## src/rtl/rifm_pkg.sv

```systemverilog
/*
 * Package of the resolver input fault monitor: register offsets, field positions,
 * reset values and cycle counts derived from the 25 MHz system clock.
 * Assumes a 32-bit APB slave with one aligned word per register.
 */
package rifm_pkg;

    // ------------------------------------------------------------
    // clock and fixed deglitch times
    // ------------------------------------------------------------
    localparam int unsigned SYS_CLK_HZ         = 25_000_000;
    localparam int unsigned INTEG_DEGL_NS      = 5_000;
    localparam int unsigned EXC_OV_DEGL_NS     = 10_000;
    localparam int unsigned EXC_BLANK_MS       = 10;
    localparam int unsigned INTEG_DEGL_CYC     = (INTEG_DEGL_NS * (SYS_CLK_HZ / 1_000_000)
                                                  + 999) / 1000;
    localparam int unsigned EXC_OV_DEGL_CYC    = (EXC_OV_DEGL_NS * (SYS_CLK_HZ / 1_000_000)
                                                  + 999) / 1000;
    localparam int unsigned EXC_BLANK_CYC      = EXC_BLANK_MS * (SYS_CLK_HZ / 1000);

    // ------------------------------------------------------------
    // programmable deglitch: delay = (sel + 1) * step cycles
    // ------------------------------------------------------------
    localparam int unsigned DEGL_SEL_W         = 4;
    localparam int unsigned DEGL_STEP_CYC      = 25;
    localparam int unsigned DEGL_CNT_W         = 16;

    // ------------------------------------------------------------
    // duty measurement: window of reference samples, thresholds in percent
    // ------------------------------------------------------------
    localparam int unsigned DUTY_WIN_CYC       = 1000;
    localparam int unsigned DUTY_HIGH_PCT      = 80;
    localparam int unsigned DUTY_LOW_PCT       = 20;
    localparam int unsigned DUTY_NOM_PCT       = 50;

    // ------------------------------------------------------------
    // register byte offsets
    // ------------------------------------------------------------
    localparam logic [7:0] REG_CTRL_OFS        = 8'h00;
    localparam logic [7:0] REG_DEGL_OFS        = 8'h04;
    localparam logic [7:0] REG_STAT_OFS        = 8'h08;
    localparam logic [7:0] REG_MASK_OFS        = 8'h0C;
    localparam logic [7:0] REG_LIVE_OFS        = 8'h10;

    // ctrl fields
    localparam int unsigned CTRL_EXC_EN_BIT    = 0;

    // deglitch select field positions
    localparam int unsigned DEGL_SHORT_POS     = 0;
    localparam int unsigned DEGL_MUTUAL_POS    = 4;
    localparam int unsigned DEGL_OPEN_POS      = 8;
    localparam int unsigned DEGL_LOOP_POS      = 12;
    localparam int unsigned DEGL_DUTY_POS      = 16;

    // status bit positions
    localparam int unsigned ST_SHORT_HI_POS    = 0;
    localparam int unsigned ST_SHORT_LO_POS    = 4;
    localparam int unsigned ST_INTEG_HI_POS    = 8;
    localparam int unsigned ST_INTEG_LO_POS    = 12;
    localparam int unsigned ST_MUTUAL_POS      = 16;
    localparam int unsigned ST_SIN_OPEN_POS    = 17;
    localparam int unsigned ST_COS_OPEN_H_POS  = 18;
    localparam int unsigned ST_COS_OPEN_L_POS  = 19;
    localparam int unsigned ST_LOOP_POS        = 20;
    localparam int unsigned ST_DUTY_HI_POS     = 21;
    localparam int unsigned ST_DUTY_LO_POS     = 22;
    localparam int unsigned ST_EXC_OV_POS      = 23;
    localparam int unsigned ST_W               = 24;

    localparam logic [31:0] CTRL_RST           = 32'h0000_0000;
    localparam logic [31:0] DEGL_RST           = 32'h0000_0000;
    localparam logic [31:0] MASK_RST           = 32'h0000_0000;

endpackage

```

## src/rtl/rifm_degl_if.sv

```systemverilog
/*
 * Interface between the monitor top and one deglitch counter.
 * Assumes both ends share sys_clk.
 */
`timescale 1ns/10ps
`default_nettype none

interface rifm_degl_if;
    import rifm_pkg::*;
    logic                   cond;
    logic [DEGL_CNT_W-1:0]  limit;
    logic                   fault;
    modport ctl (output cond, output limit, input fault);
    modport flt (input cond, input limit, output fault);
endinterface

`default_nettype wire

```

## src/rtl/rifm_top.sv

```systemverilog
/*
 * Resolver input fault monitor: qualifies analog comparator results with deglitch
 * counters, keeps sticky flags, drives a fault pin and cuts the exciter on overvoltage.
 * Assumes comparator outputs arrive asynchronously and an APB master on sys_clk.
 */
// The APB slave port and the placing of the registers were decided locally.
// Function
// - Each of the four sensor input pins has its own high and low overvoltage flag.
// - Short-to-ground and short-to-battery checks share one programmable deglitch.
// - Sine and cosine outputs against mutual-short thresholds set one mutual-short flag.
// - Sine and cosine open-input checks use their own deglitch and per-channel flags.
// - An open fault needs the output beyond threshold longer than the deglitch period.
// - Loop error beyond its limits past a programmable deglitch sets the loop flag.
// - Integrity check per pin against fixed levels with a fixed 5 us deglitch.
// - Reference duty above 80 percent sets duty-high, below 20 percent duty-low.
// - The duty fault is qualified by a programmable deglitch before flagging.
// - Either exciter output above 115 percent for 10 us disables the exciter.
// - Crossings shorter than the deglitch limit raise no fault.
// - Exciter diagnostics are suppressed for 10 ms after exciter enable.
// - Faults go to readable flags and a fault pin or disable the affected block.
`timescale 1ns/10ps
`default_nettype none

module rifm_top
    import rifm_pkg::*;
#(
    parameter int unsigned BLANK_CYC = EXC_BLANK_CYC,
    parameter int unsigned N_PINS    = 4
)(
    input  wire logic               sys_clk,
    input  wire logic               arst_n,
    input  wire logic               psel,
    input  wire logic               penable,
    input  wire logic               pwrite,
    input  wire logic [7:0]         paddr,
    input  wire logic [31:0]        pwdata,
    output logic      [31:0]        prdata,
    output logic                    pready,
    output logic                    pslverr,
    input  wire logic [N_PINS-1:0]  input_ov_high_cmp,
    input  wire logic [N_PINS-1:0]  input_ov_low_cmp,
    input  wire logic [N_PINS-1:0]  integrity_high_cmp,
    input  wire logic [N_PINS-1:0]  integrity_low_cmp,
    input  wire logic [1:0]         mutual_short_cmp,
    input  wire logic               sine_open_high_cmp,
    input  wire logic               cosine_open_high_cmp,
    input  wire logic               cosine_open_low_cmp,
    input  wire logic               loop_error_cmp,
    input  wire logic               ref_pulse,
    input  wire logic               exciter_sense_pos_ov,
    input  wire logic               exciter_sense_neg_ov,
    output logic                    exciter_out_en,
    output logic                    fault_irq
);
    localparam int unsigned N_SYNC    = 4 * N_PINS + 9;
    localparam int unsigned N_DG      = 4 * N_PINS + 9;
    localparam int unsigned BLK_W     = $clog2(BLANK_CYC + 1);
    localparam int unsigned WIN_W     = $clog2(DUTY_WIN_CYC + 1);
    // positions of the single-wire comparators in the sync vector, after the pin groups
    localparam int unsigned SYN_REF   = 4 * N_PINS + 6;
    localparam int unsigned SYN_EXC_P = 4 * N_PINS + 7;
    localparam int unsigned SYN_EXC_N = 4 * N_PINS + 8;

    // ------------------------------------------------------------
    // state
    // ------------------------------------------------------------
    typedef struct packed {
        logic [N_SYNC-1:0]  sync1;
        logic [N_SYNC-1:0]  sync2;
        logic [31:0]        ctrl;
        logic [31:0]        degl;
        logic [ST_W-1:0]    stat;
        logic [ST_W-1:0]    mask;
        logic [BLK_W-1:0]   blank_cnt;
        logic               blank_done;
        logic               exc_ov_trip;
        logic [WIN_W-1:0]   win_cnt;
        logic [WIN_W-1:0]   high_cnt;
        logic               duty_hi;
        logic               duty_lo;
        logic [31:0]        rdata;
        logic               irq;
    } rifm_state_t;

    rifm_state_t s_q;
    rifm_state_t s_d;

    // ------------------------------------------------------------
    // deglitch counters
    // ------------------------------------------------------------
    rifm_degl_if dg_if [N_DG] ();
    logic [N_DG-1:0] dg_fault;
    logic [N_DG-1:0] dg_cond;
    logic [DEGL_CNT_W-1:0] dg_lim [N_DG];

    function automatic logic [DEGL_CNT_W-1:0] sel_lim(input logic [DEGL_SEL_W-1:0] sel);
        sel_lim = DEGL_CNT_W'((32'(sel) + 1) * DEGL_STEP_CYC);
    endfunction

    genvar g;
    generate
        for (g = 0; g < N_DG; g++) begin : g_dg
            assign dg_if[g].cond  = dg_cond[g];
            assign dg_if[g].limit = dg_lim[g];
            assign dg_fault[g]    = dg_if[g].fault;
            rifm_deglitch u_dg (
                .sys_clk (sys_clk),
                .arst_n  (arst_n),
                .dg      (dg_if[g])
            );
        end
    endgenerate

    // ------------------------------------------------------------
    // synchronised comparator inputs
    // ------------------------------------------------------------
    // every comparator is asynchronous to sys_clk, so each passes two flops
    logic [N_SYNC-1:0] raw_in;
    logic [N_SYNC-1:0] syn;
    assign raw_in = {exciter_sense_neg_ov, exciter_sense_pos_ov, ref_pulse, loop_error_cmp,
                     cosine_open_low_cmp, cosine_open_high_cmp, sine_open_high_cmp,
                     mutual_short_cmp, integrity_low_cmp, integrity_high_cmp,
                     input_ov_low_cmp, input_ov_high_cmp};
    assign syn = s_q.sync2;

    // ------------------------------------------------------------
    // exciter diagnostics gate
    // ------------------------------------------------------------
    // the exciter output settles after enable, so its checks wait out the blank
    logic exc_en;
    logic exc_diag_on;
    assign exc_en      = s_q.ctrl[CTRL_EXC_EN_BIT];
    assign exc_diag_on = exc_en && s_q.blank_done;

    // ------------------------------------------------------------
    // condition and limit mapping
    // ------------------------------------------------------------
    always_comb begin
        dg_cond = '0;
        for (int i = 0; i < N_DG; i++) begin
            dg_lim[i] = '0;
        end
        for (int i = 0; i < 2 * N_PINS; i++) begin
            dg_cond[i] = syn[i];
            dg_lim[i]  = sel_lim(s_q.degl[DEGL_SHORT_POS +: DEGL_SEL_W]);
        end
        for (int i = 2 * N_PINS; i < 4 * N_PINS; i++) begin
            dg_cond[i] = syn[i];
            dg_lim[i]  = DEGL_CNT_W'(INTEG_DEGL_CYC);
        end
        for (int i = 0; i < 2; i++) begin
            dg_cond[4*N_PINS+i] = syn[4*N_PINS+i];
            dg_lim[4*N_PINS+i]  = sel_lim(s_q.degl[DEGL_MUTUAL_POS +: DEGL_SEL_W]);
        end
        for (int i = 2; i < 5; i++) begin
            dg_cond[4*N_PINS+i] = syn[4*N_PINS+i];
            dg_lim[4*N_PINS+i]  = sel_lim(s_q.degl[DEGL_OPEN_POS +: DEGL_SEL_W]);
        end
        dg_cond[4*N_PINS+5] = syn[4*N_PINS+5];
        dg_lim[4*N_PINS+5]  = sel_lim(s_q.degl[DEGL_LOOP_POS +: DEGL_SEL_W]);
        dg_cond[4*N_PINS+6] = s_q.duty_hi && exc_diag_on;
        dg_lim[4*N_PINS+6]  = sel_lim(s_q.degl[DEGL_DUTY_POS +: DEGL_SEL_W]);
        dg_cond[4*N_PINS+7] = s_q.duty_lo && exc_diag_on;
        dg_lim[4*N_PINS+7]  = sel_lim(s_q.degl[DEGL_DUTY_POS +: DEGL_SEL_W]);
        dg_cond[4*N_PINS+8] = (syn[SYN_EXC_P] || syn[SYN_EXC_N]) && exc_diag_on;
        dg_lim[4*N_PINS+8]  = DEGL_CNT_W'(EXC_OV_DEGL_CYC);
    end

    // ------------------------------------------------------------
    // event vector in status layout
    // ------------------------------------------------------------
    logic [ST_W-1:0] ev;
    always_comb begin
        ev = '0;
        ev[ST_SHORT_HI_POS +: 4] = dg_fault[0 +: 4];
        ev[ST_SHORT_LO_POS +: 4] = dg_fault[4 +: 4];
        ev[ST_INTEG_HI_POS +: 4] = dg_fault[8 +: 4];
        ev[ST_INTEG_LO_POS +: 4] = dg_fault[12 +: 4];
        // both channels share one mutual-short flag
        ev[ST_MUTUAL_POS]        = |dg_fault[16 +: 2];
        ev[ST_SIN_OPEN_POS]      = dg_fault[18];
        ev[ST_COS_OPEN_H_POS]    = dg_fault[19];
        ev[ST_COS_OPEN_L_POS]    = dg_fault[20];
        ev[ST_LOOP_POS]          = dg_fault[21];
        ev[ST_DUTY_HI_POS]       = dg_fault[22];
        ev[ST_DUTY_LO_POS]       = dg_fault[23];
        ev[ST_EXC_OV_POS]        = dg_fault[24];
    end

    // ------------------------------------------------------------
    // APB decode
    // ------------------------------------------------------------
    logic acc;
    logic wr;
    logic mapped;
    assign acc    = psel && penable;
    assign wr     = acc && pwrite;
    assign mapped = (paddr == REG_CTRL_OFS) || (paddr == REG_DEGL_OFS) ||
                    (paddr == REG_STAT_OFS) || (paddr == REG_MASK_OFS) ||
                    (paddr == REG_LIVE_OFS);
    // no wait states: every access completes in its first access cycle
    assign pready  = 1'b1;
    assign pslverr = acc && !mapped;
    assign prdata  = s_q.rdata;

    // ------------------------------------------------------------
    // next state
    // ------------------------------------------------------------
    always_comb begin
        s_d = s_q;
        s_d.sync1 = raw_in;
        s_d.sync2 = s_q.sync1;

        if (wr && paddr == REG_CTRL_OFS) begin
            s_d.ctrl = pwdata;
        end
        if (wr && paddr == REG_DEGL_OFS) begin
            s_d.degl = pwdata;
        end
        if (wr && paddr == REG_MASK_OFS) begin
            s_d.mask = pwdata[ST_W-1:0];
        end
        // write one clears, but a new event in the same cycle wins
        s_d.stat = s_q.stat;
        if (wr && paddr == REG_STAT_OFS) begin
            s_d.stat = s_q.stat & ~pwdata[ST_W-1:0];
        end
        s_d.stat = s_d.stat | ev;

        // blanking after exciter enable
        if (!exc_en) begin
            s_d.blank_cnt  = '0;
            s_d.blank_done = 1'b0;
        end else if (!s_q.blank_done) begin
            if (32'(s_q.blank_cnt) >= BLANK_CYC - 1) begin
                s_d.blank_done = 1'b1;
            end else begin
                s_d.blank_cnt = s_q.blank_cnt + 1'b1;
            end
        end

        // overvoltage trip holds the exciter off until software re-enables it
        if (ev[ST_EXC_OV_POS]) begin
            s_d.exc_ov_trip = 1'b1;
            s_d.ctrl[CTRL_EXC_EN_BIT] = 1'b0;
        end else if (wr && paddr == REG_CTRL_OFS && pwdata[CTRL_EXC_EN_BIT]) begin
            s_d.exc_ov_trip = 1'b0;
        end

        // duty measured over a fixed window, verdict held for next window
        // a window that straddles a duty change can give a mixed verdict
        if (32'(s_q.win_cnt) >= DUTY_WIN_CYC - 1) begin
            s_d.win_cnt  = '0;
            s_d.high_cnt = '0;
            s_d.duty_hi  = 32'(s_q.high_cnt) * 100 > DUTY_HIGH_PCT * DUTY_WIN_CYC;
            s_d.duty_lo  = 32'(s_q.high_cnt) * 100 < DUTY_LOW_PCT * DUTY_WIN_CYC;
        end else begin
            s_d.win_cnt  = s_q.win_cnt + 1'b1;
            s_d.high_cnt = s_q.high_cnt + WIN_W'(syn[SYN_REF]);
        end
        if (!exc_diag_on) begin
            s_d.duty_hi = 1'b0;
            s_d.duty_lo = 1'b0;
        end

        s_d.rdata = '0;
        if (psel && !pwrite) begin
            unique case (paddr)
                REG_CTRL_OFS: s_d.rdata = s_q.ctrl;
                REG_DEGL_OFS: s_d.rdata = s_q.degl;
                REG_STAT_OFS: s_d.rdata = 32'(s_q.stat);
                REG_MASK_OFS: s_d.rdata = 32'(s_q.mask);
                REG_LIVE_OFS: s_d.rdata = {29'h0000_0000, s_q.exc_ov_trip,
                                           s_q.blank_done, exc_en};
                default:      s_d.rdata = '0;
            endcase
        end

        s_d.irq = |(s_d.stat & s_d.mask);
    end

    // ------------------------------------------------------------
    // state register
    // ------------------------------------------------------------
    always_ff @(posedge sys_clk or negedge arst_n) begin
        if (!arst_n) begin
            s_q       <= '0;
            s_q.ctrl  <= CTRL_RST;
            s_q.degl  <= DEGL_RST;
            s_q.mask  <= MASK_RST[ST_W-1:0];
        end else begin
            s_q <= s_d;
        end
    end

    // ------------------------------------------------------------
    // outputs
    // ------------------------------------------------------------
    // drive stays off from the trip edge until software writes the enable again
    assign exciter_out_en = exc_en && !s_q.exc_ov_trip;
    assign fault_irq      = s_q.irq;
endmodule

`default_nettype wire

```

## src/rtl/rifm_deglitch.sv

```systemverilog
/*
 * One deglitch counter: counts while the condition holds, clears when it drops,
 * raises fault once the count reaches the limit.
 * Assumes cond is already synchronous to sys_clk.
 */
`timescale 1ns/10ps
`default_nettype none

module rifm_deglitch
    import rifm_pkg::*;
(
    input  wire logic   sys_clk,
    input  wire logic   arst_n,
    rifm_degl_if.flt    dg
);
    typedef struct packed {
        logic [DEGL_CNT_W-1:0] cnt;
    } rifm_dg_state_t;

    rifm_dg_state_t s_q;
    rifm_dg_state_t s_d;

    always_comb begin
        s_d = s_q;
        if (!dg.cond) begin
            s_d.cnt = '0;
        end else if (s_q.cnt < dg.limit) begin
            s_d.cnt = s_q.cnt + 1'b1;
        end
    end

    always_ff @(posedge sys_clk or negedge arst_n) begin
        if (!arst_n) begin
            s_q <= '0;
        end else begin
            s_q <= s_d;
        end
    end

    // a crossing shorter than limit never reaches it
    assign dg.fault = dg.cond && (s_q.cnt >= dg.limit);
endmodule

`default_nettype wire

```

## config.mk

```make
export PLATFORM = sky130hd
export DESIGN_NAME = rifm_top
export DESIGN_NICKNAME = d
export VERILOG_FILES = /design/src/rtl/rifm_pkg.sv /design/src/rtl/rifm_degl_if.sv /design/src/rtl/rifm_top.sv /design/src/rtl/rifm_deglitch.sv
export SDC_FILE = /design/constraint.sdc
export NUM_CORES = 1
export LEC_CHECK = 0
export ABC_AREA = 1
export BUFFER_PORTS_ARGS = -buffer_cell sky130_fd_sc_hd__buf_2
export CAP_MARGIN = 20
export CELL_PAD_IN_SITES_DETAIL_PLACEMENT = 1
export CELL_PAD_IN_SITES_GLOBAL_PLACEMENT = 2
export CORE_MARGIN = 5
export CORE_UTILIZATION = 36
export CTS_BUF_LIST = sky130_fd_sc_hd__clkbuf_4
export DETAILED_ROUTE_END_ITERATION = 6
export PLACE_DENSITY_LB_ADDON = 0.1
export SYNTH_ARGS = -nofsm -noshare
export SYNTH_HDL_FRONTEND = slang
export SYNTH_SLANG_ARGS = --single-unit
export TNS_END_PERCENT = 50
```

## constraint.sdc

```tcl
create_clock -name sys_clk -period 4.5 [get_ports sys_clk]
set_clock_uncertainty 0.15 [all_clocks]
set_input_delay 0.675 -clock sys_clk [delete_from_list [all_inputs] [get_ports sys_clk]]
set_output_delay 0.675 -clock sys_clk [all_outputs]
set_load 0.1 [all_outputs]
```

Word level (Yosys, flattened, before mapping). Cells that the tools add are included.

Register bits after elaboration: 637. Input bits: 70.

$mul: 6. Equality and inequality tests: 32. Reductions and logical operators: 53. Order comparisons: 54. Bitwise logic cells: 4. Muxes and demuxes: 65. $add $sub $neg: 33.

Operators with widths (count): two-way mux 16 bit (50); adder 16 x 1 -> 16 bit, second input constant (25); >= comparator 16 x 10 -> 1 bit (16); < comparator 16 x 10 -> 1 bit (16); one-hot mux 32 bit (5 select lines) (1); >= comparator 16 x 7 -> 1 bit, second input constant (8); < comparator 16 x 7 -> 1 bit, second input constant (8); multiplier 5 x 5 -> 10 bit, second input constant (5); bitwise AND 24 bit (2); two-way mux 24 bit (2); != test 2 x 1 -> 1 bit, second input constant (23); logical AND 1 bit (39); two-way mux 19 bit (2); two-way mux 32 bit (1); adder 4 x 1 -> 5 bit, second input constant (5); inverter 24 bit (1); OR 24 bit (1); OR reduction 24 bit (1); two-way mux 20 bit (1); adder 18 x 1 -> 18 bit, second input constant (1); >= comparator 18 bit, second input constant (1); two-way mux 18 bit (1); greater-than comparator 17 bit, second input constant (1); < comparator 17 x 15 -> 1 bit, second input constant (1); other kinds (18) (35).

Logic depth before layout (Yosys ltp). Gate-level depths: netlist of run 1.

Depth after elaboration: 8. Gate-level depth with buffers: 28.

By module. From an unflattened synthesis of run 1, not the netlist that was laid out.

Cells, all modules: 7431. Area, all modules: 53060.9 um^2.

Modules (own cells, without submodules): rifm_deglitch (times used 25, cells an instance 238, area each 1609.0 um^2); rifm_top (times used 1, cells an instance 1481, area each 12834.8 um^2).

Worst setup path after synthesis of run 1. OpenSTA, ideal clock, no wires.

Path kind: register -> register. From: register s_q[131] (netlist bit). To: register g_dg[19].u_dg.s_q[8] (netlist bit). Period minus slack after synthesis: 4.365 ns. Path slack: 0.135 ns. Library setup time: 0.118 ns. Buffers on the path: 1. Arrival: 4.097 ns. Required time: 4.232 ns. Stages on the path, launching flop included: 24. Cells stage by stage: dfrtp_1 clkbuf_1 inv_1 ha_1 inv_1 ha_1 ha_1 ha_1 nand3_1 nand2_1 a21o_1 a21oi_1 xor2_1 ha_1 a21oi_1 nand2_1 nor2_1 nand2_1 nor3_1 nand3_1 nor3_1 nand2_1 nand2_1 nor2_1.

Word-level cells in the longest chain between the ends: 4.

RTL lines: from (decl) (line rifm_top.sv:85) `rifm_state_t s_q;`; adder 4 x 1 -> 5 bit (line rifm_top.sv:97) `sel_lim = DEGL_CNT_W'((32'(sel) + 1) * DEGL_STEP_CYC);`; multiplier 5 x 5 -> 10 bit (line rifm_top.sv:97); < comparator 16 x 10 -> 1 bit (line rifm_deglitch.sv:27) `end else if (s_q.cnt < dg.limit) begin`; != test 2 x 1 -> 1 bit (no line); to (signal assigned) (line rifm_deglitch.sv:34) `s_q <= '0;`; to (signal assigned) (line rifm_deglitch.sv:36) `s_q <= s_d;`; to (decl) (line rifm_deglitch.sv:20) `rifm_dg_state_t s_q;`.

Every way passes these cells. A chain may end at the register's enable or synchronous reset.

==> results_dict.tcl, run 1 <==
set metrics [dict create \
    maxCapViolations 0 \
    hpwl_um 72500 \
    clk_path_buf_depth 3 \
    cts_sinks 637 \
    hold_path.class "in -> reg" \
    crit_required_ns 5.30 \
    drc_errors 0 \
    io_buffers 104 \
    drv_slew 0 \
    max-vdd-ir-drop_uv 219.3 \
    hold_ws_ns 0.1514 \
    path_class "reg -> reg" \
    cp-start-kind "flip-flop" \
    numCtsBuffers 185 \
    ios 106 \
    drtAntennaViolNets 0 \
    place_congestion 0.7901 \
    overflow 0 \
    layout_setup_ws_ns 0.2307 \
    synth_top_family_by_area "simple AND/OR/NAND/NOR gates" \
    cts_tree "yes" \
    pwr-share-clk_pct 42.6 \
    synth_cell_type_count 58 \
    final.min_clock_period_ns 4.269 \
    power.density_nw_per_um2 322.7 \
    async_flop_share_pct 100.0 \
    core-area_um2 95290 \
    worst_ep_arrival_time_ns 5.07 \
    ys.flop_type "dfrtp_1" \
    grt_pass1_wl_um 162300 \
    power.share.combinational_pct 12.3 \
    swShare_pct 28.44 \
    synth_nets 4534 \
    cts.clk_slew.worst_paths_ns 0.07 \
    synth_xor_area_share_pct 1.567 \
    ys_warn_count 0 \
    syn_inst 4166 \
    final_common_cell "nand2_1" \
    vias 28790 \
    synth_area_leaders "dfrtp_1 (46%), ha_1 (10%), nand2_1 (8.8%)" \
    root_buffer "clkbuf_4" \
    row_count 113 \
    dieArea_um2 102600 \
    finalNetCount 4919 \
    dieHeight_um 320.3 \
    p_sw_mw 3.770 \
    drtIter0Drc 1052 \
    status "finished clean" \
    routed_wl_um 100000 \
    rsz0062_at_grt "true" \
    track_usage_pct 19.46 \
    syn_area_um2 34660 \
    muxShareOfSynthArea_pct 0 \
    grt_pass1_vias 30510 \
    synth_top_area_share_pct 45.99 \
    layout_common_cells "nand2_1 (790), inv_1 (664), dfrtp_1 (630), nor2_1 (382), clkbuf_4 (268)" \
    drive_above_1_share_pct 14.90 \
    dp_worst_setup_slack_ns -0.1357 \
    finalHoldViolCount 0 \
    htree_levels 4 \
    grt_start_max_net_pins 86 \
    finalSetupViolations 0 \
    viasPerCell 4.826 \
    fillers 11510 \
    worstMarginPinSlew_ns 0.8822 \
    ys_ff_latch 637 \
    pwr-share-seq_pct 45.2 \
    start_util_pct 36.37 \
    synth_enable_flop_cells 0 \
    die_x_um 320.3 \
    antenna_found_initial 7 \
    clkLatencyLatePin_ns 1.07 \
    syn_to_final_growth_pct 18.54 \
    synth_adder_area_share_pct 10.93 \
    synth_area_leader_cell "dfrtp_1" \
    p_leak_nw 20.44 \
    fmax_ghz 0.2342 \
    synth_area_per_cell_um2 8.320 \
    relSlewSlack_pct 40.56 \
    synth_compound_area_share_pct 10.69 \
    wl_per_cell_um 16.77 \
    first_pass_iters 5 \
    critical_path_peak_fanout 5 \
    fin_crit_sh_pct 94.87 \
    seq_area_frac_synth_pct 45.99 \
    p_int_mw 9.487 \
    worstSetupEndpointType "flip-flop" \
    yosys.area_share.simple_pct 21.78 \
    setup_tns_ns 0 \
]
-- per-layer routing --
layer  wire length [µm]  share of wire, %  up-vias  global-route usage, %
li1                   -                 -    14420                      -
met4               1744               1.7        2                  5.175
met3               3304               3.3      135                  3.455
met1              49360                49    13870                  27.32
met2              45620                46      361                  31.26
met5                 11             0.011        -                      0
-- cell usage after synthesis (4+ instances only) --
cell type and instances:
nor3_4 6, nor2_1 403, nand3_2 9, clkinv_1 5
a221oi_1 16, inv_2 9, fa_1 8, nand2_2 17
nand3b_1 7, a21oi_2 6, nand3_1 189, o21ai_1 20
nor3_1 109, nand2_1 810, clkbuf_1 55, nor3_2 5
dfrtp_1 637, or2_2 7, nand2_4 8, nor2_2 9
o31ai_1 6, inv_1 665, xor2_1 52, a21oi_1 245
and3_1 14, o21bai_1 20, a21o_1 4, ha_1 290
a31oi_1 10, o41ai_1 4, a41oi_1 11, buf_2 10
o22ai_1 6, nor4_1 33, o21ai_0 263, a211oi_1 24
nand4_1 78, o21a_1 18, nor3b_1 5, buf_6 4
buf_4 37, xnor2_1 10
-- critical path, stage by stage (launching register included) --
cell,delay [ns]
dfrtp_2,0.46
nand3_2,0.11
xor2_2,0.16
inv_1,0.12
ha_1,0.32
ha_1,0.34
ha_4,0.27
nand3_1,0.09
nand2_2,0.07
a21o_1,0.17
a21oi_2,0.15
xor2_1,0.19
ha_1,0.28
a21oi_2,0.15
nor3b_4,0.21
nand2_2,0.11
nand2_2,0.10
nand2_2,0.07
nand2_1,0.08
nand2_1,0.06
nor2_2,0.12
nand3_2,0.12
nor2_1,0.13
nand2_1,0.05
inv_1,0.06
nand2_1,0.04
-- state kept, by name (all words and copies together), names as in the netlist --
| register | count |
|---|---|
| syn | 25 |
| s_d | 25 |
| g_dg.u_dg.s_q | 400 |
| prdata | 32 |
| s_q | 153 |
| fault_irq | 1 |
| exc_en | 1 |
-- power groups by stage --
stage | registers [mW] | logic, mW | clock network (mW)
global route | 6.00 | 1.93 | 6.25
global placement | 6.09 | 1.56 | 0
finish | 5.99 | 1.63 | 5.64
detailed placement | 6.09 | 1.58 | 0
CTS | 5.99 | 1.66 | 5.92
floorplan | 6.03 | 1.09 | 0
-- cell families (layout without fill, tap and decap cells) --
family,after synthesis,in the layout
compound gates,663,663
xor+xnor,62,62
fa+ha+maj,298,298
buf+inv,786,1317
flops,637,637
other cells,1,5
simple gates,1719,1719
-- final cells by class --
class | instances | area (µm²) | share of cell area (%)
multi-input cells | 2743 | 16230 | 39.50
flip-flops and latches | 637 | 15950 | 38.82
inverters | 679 | 2549 | 6.203
repair buffers | 305 | 2359 | 5.740
clock buffers | 268 | 2012 | 4.897
well taps | 1265 | 1583 | 3.852
clock inverters | 65 | 396.6 | 0.9653
diodes | 4 | 10.01 | 0.02436
-- final timing paths --
check | cells past startpoint | to | from | slack (ns)
min in group asynchronous | 3 | s_q[61] | arst_n | 0.59
hold reg to reg | 0 | syn[6] | s_d[193] | 0.19
setup / recovery | 25 | fault_irq | s_q[135] | 0.23
max in group asynchronous | 4 | g_dg[11].u_dg.s_q[5] | arst_n | 2.61
hold / removal | 2 | s_d[191] | input_ov_low_cmp[0] | 0.15
setup reg to reg | 25 | fault_irq | s_q[135] | 0.23
-- through the flow --
step           area, µm²  utilization [%]  power (mW)  instances
4_1_cts            40350            42.34       13.56       5949
2_1_floorplan      34660                -       7.116       4166
3_5_place_dp       37040            38.87       7.676       5529
6_report           41090            43.12       13.26       5966
5_1_grt            41090            43.12       14.18       5966
3_3_place_gp       37040            38.87       7.650       5529
-- timing repair --
| item | CTS | global route |
|---|---|---|
| cloned | 0 | 0 |
| setup endpoints to repair | 4 | 80 |
| hold endpoints to repair | 466 | 0 |
| hold buffers | 86 | 0 |
| pin swaps | 1 | 34 |
| setup buffers | 1 | 13 |
| gates resized for setup | 4 | 121 |
Note: power is estimated with default switching activity, not from simulation.
==> run 2, diff against run 1 <==
--- a/config.mk
+++ b/config.mk
@@ -14,6 +14,7 @@
 export CORE_UTILIZATION = 36
 export CTS_BUF_LIST = sky130_fd_sc_hd__clkbuf_4
 export DETAILED_ROUTE_END_ITERATION = 6
+export MAX_ROUTING_LAYER = met4
 export PLACE_DENSITY_LB_ADDON = 0.1
 export SYNTH_ARGS = -nofsm -noshare
 export SYNTH_HDL_FRONTEND = slang
==> run 2 against run 1 <==
  * Fmax up 0.14%
  * Final area is essentially flat
  * Largest cell class unchanged
  * Die area is the same
  * Non-clock buffer count is the same
  * Via count is essentially flat
==> results_dict.tcl, run 2 (synthesis results as in run 1) <==
set metrics [dict create \
    clkLatencyLatePin_ns 1.08 \
    power.density_nw_per_um2 322.6 \
    final_common_cell "nand2_1" \
    r2r_slack_ns 0.24 \
    instances_no_fill 5970 \
    rsz0062_at_grt "true" \
    worst_ep_arrival_time_ns 5.09 \
    cts_tree "yes" \
    finalSetupViolations 0 \
    worstMarginPinSlew_ns 0.8863 \
    finalNetCount 4919 \
    cp_slowest_cell "dfrtp_2" \
    final.min_clock_period_ns 4.263 \
    grt_pass1_wl_um 162400 \
    maxCapViolations 0 \
    hold_path.class "in -> reg" \
    fin_util_pct 43.13 \
    hold_ws_ns 0.1315 \
    row_count 113 \
    cts_sinks 637 \
    dieHeight_um 320.3 \
    overflow 0 \
    drtAntennaViolNets 0 \
    largest_reg_flops 400 \
    drc_errors 0 \
    max-vdd-ir-drop_uv 219.3 \
    critPathMaxStageDelay_ns 0.46 \
    syn_to_final_growth_pct 18.57 \
    drive_above_1_share_pct 14.90 \
    clk_path_buf_depth 3 \
    pwr-share-clk_pct 42.6 \
    core-area_um2 95290 \
    layout_common_cells "nand2_1 (790), inv_1 (664), dfrtp_1 (630), nor2_1 (382), clkbuf_4 (268)" \
    fillers 11500 \
    antenna_found_initial 7 \
    track_usage_pct 20.04 \
    hpwl_um 72500 \
    p_leak_nw 20.44 \
    drv_slew 0 \
    wl_per_cell_um 16.72 \
    cts.clk_slew.worst_paths_ns 0.07 \
    relSlewSlack_pct 40.29 \
    numCtsBuffers 185 \
    first_pass_iters 7 \
    grt_start_max_net_pins 86 \
    power.share.combinational_pct 12.3 \
    cp-start-kind "flip-flop" \
    start_util_pct 36.37 \
    vias 28810 \
    grt_pass1_vias 30500 \
    pwr-share-seq_pct 45.2 \
    io_buffers 104 \
    dieArea_um2 102600 \
    root_buffer "clkbuf_4" \
    path_class "reg -> reg" \
    fin_crit_sh_pct 94.74 \
    critical_path_peak_fanout 5 \
    p_sw_mw 3.773 \
    routed_wl_um 99840 \
    swShare_pct 28.45 \
    dp_cells 5529 \
    finalHoldViolCount 0 \
    ios 106 \
    status "finished clean" \
    drtIter0Drc 1009 \
    p_int_mw 9.487 \
    fmax_ghz 0.2346 \
    die_x_um 320.3 \
    worstSetupEndpointType "flip-flop" \
    place_congestion 0.8013 \
    htree_levels 4 \
    crit_required_ns 5.32 \
    top_register "g_dg.u_dg.s_q" \
    viasPerCell 4.825 \
]
-- run 2: changes by cell type in the layout (fill, tap and decap cells not counted), sizes merged --
cell / change
diode: +4
-- run 2: cell type report --
| cell class | count | area (µm²) | area share, % |
|---|---|---|---|
| diodes | 8 | 20.02 | 0.04871 |
| well taps | 1265 | 1583 | 3.851 |
| clock buffers | 268 | 2012 | 4.895 |
| inverters | 679 | 2549 | 6.201 |
| clock inverters | 65 | 396.6 | 0.9651 |
| repair buffers | 305 | 2359 | 5.739 |
| multi-input cells | 2743 | 16230 | 39.49 |
| flip-flops and latches | 637 | 15950 | 38.81 |
-- run 2: timing repair --
action | 4_1_cts | 5_1_grt
cloned | 0 | 0
hold endpoints to repair | 466 | 0
endpoints found under the setup margin | 4 | 80
hold buffers | 86 | 0
resized for setup | 4 | 121
pin swaps | 1 | 34
buffers inserted | 1 | 13
-- run 2: worst max-delay path: cells and delay by family (launching register included) --
family                     cells  cell delay [ns]
AOI/OAI and AO/OA              3             0.47
xor gates and xnor gates       2             0.35
adders and majority gates      4             1.21
buffers and inverters          2             0.18
DFF                            1             0.46
and+or+nand+nor               14             1.36
-- run 2: routing by layer --
layer | share of wire [%] | vias up | global-route usage, %
met5 | 0 | - | -
met4 | 1.7 | 0 | 5.175
met3 | 3.7 | 143 | 3.449
met2 | 45 | 390 | 31.24
met1 | 49 | 13830 | 27.33
li1 | - | 14440 | -
-- run 2: path summary, 6_finish.rpt --
| path | startpoint | to | cells after the start |
|---|---|---|---|
| min in group asynchronous | arst_n | s_q[61] | 3 |
| worst min-delay path | input_ov_low_cmp[0] | s_d[191] | 2 |
| worst min register to register | s_d[193] | syn[6] | 0 |
| max in group asynchronous | arst_n | g_dg[11].u_dg.s_q[5] | 4 |
| worst max-delay path | s_q[135] | fault_irq | 25 |
| worst max register to register | s_q[135] | fault_irq | 25 |
-- run 2: stage by stage --
| stage | total power, mW | setup slack [ns] | TNS, ns | cell area, µm² |
|---|---|---|---|---|
| 3_3_place_gp | 7.650 | -0.01212 | -0.01212 | 37040 |
| 4_1_cts | 13.56 | 0.00003952 | 0 | 40350 |
| 3_5_place_dp | 7.676 | -0.1357 | -0.1578 | 37040 |
| 6_report | 13.26 | 0.2368 | 0 | 41100 |
| 2_1_floorplan | 7.116 | 0.1353 | 0 | 34660 |
| 5_1_grt | 14.18 | -0.07217 | -0.3153 | 41090 |
-- run 2: power groups by stage --
stage	Combinational [mW]	Sequential, mW	Clock [mW]
2_1_floorplan	1.09	6.03	0
3_3_place_gp	1.56	6.09	0
3_5_place_dp	1.58	6.09	0
4_1_cts	1.66	5.99	5.92
5_1_grt	1.93	6.00	6.25
6_report	1.63	5.99	5.65
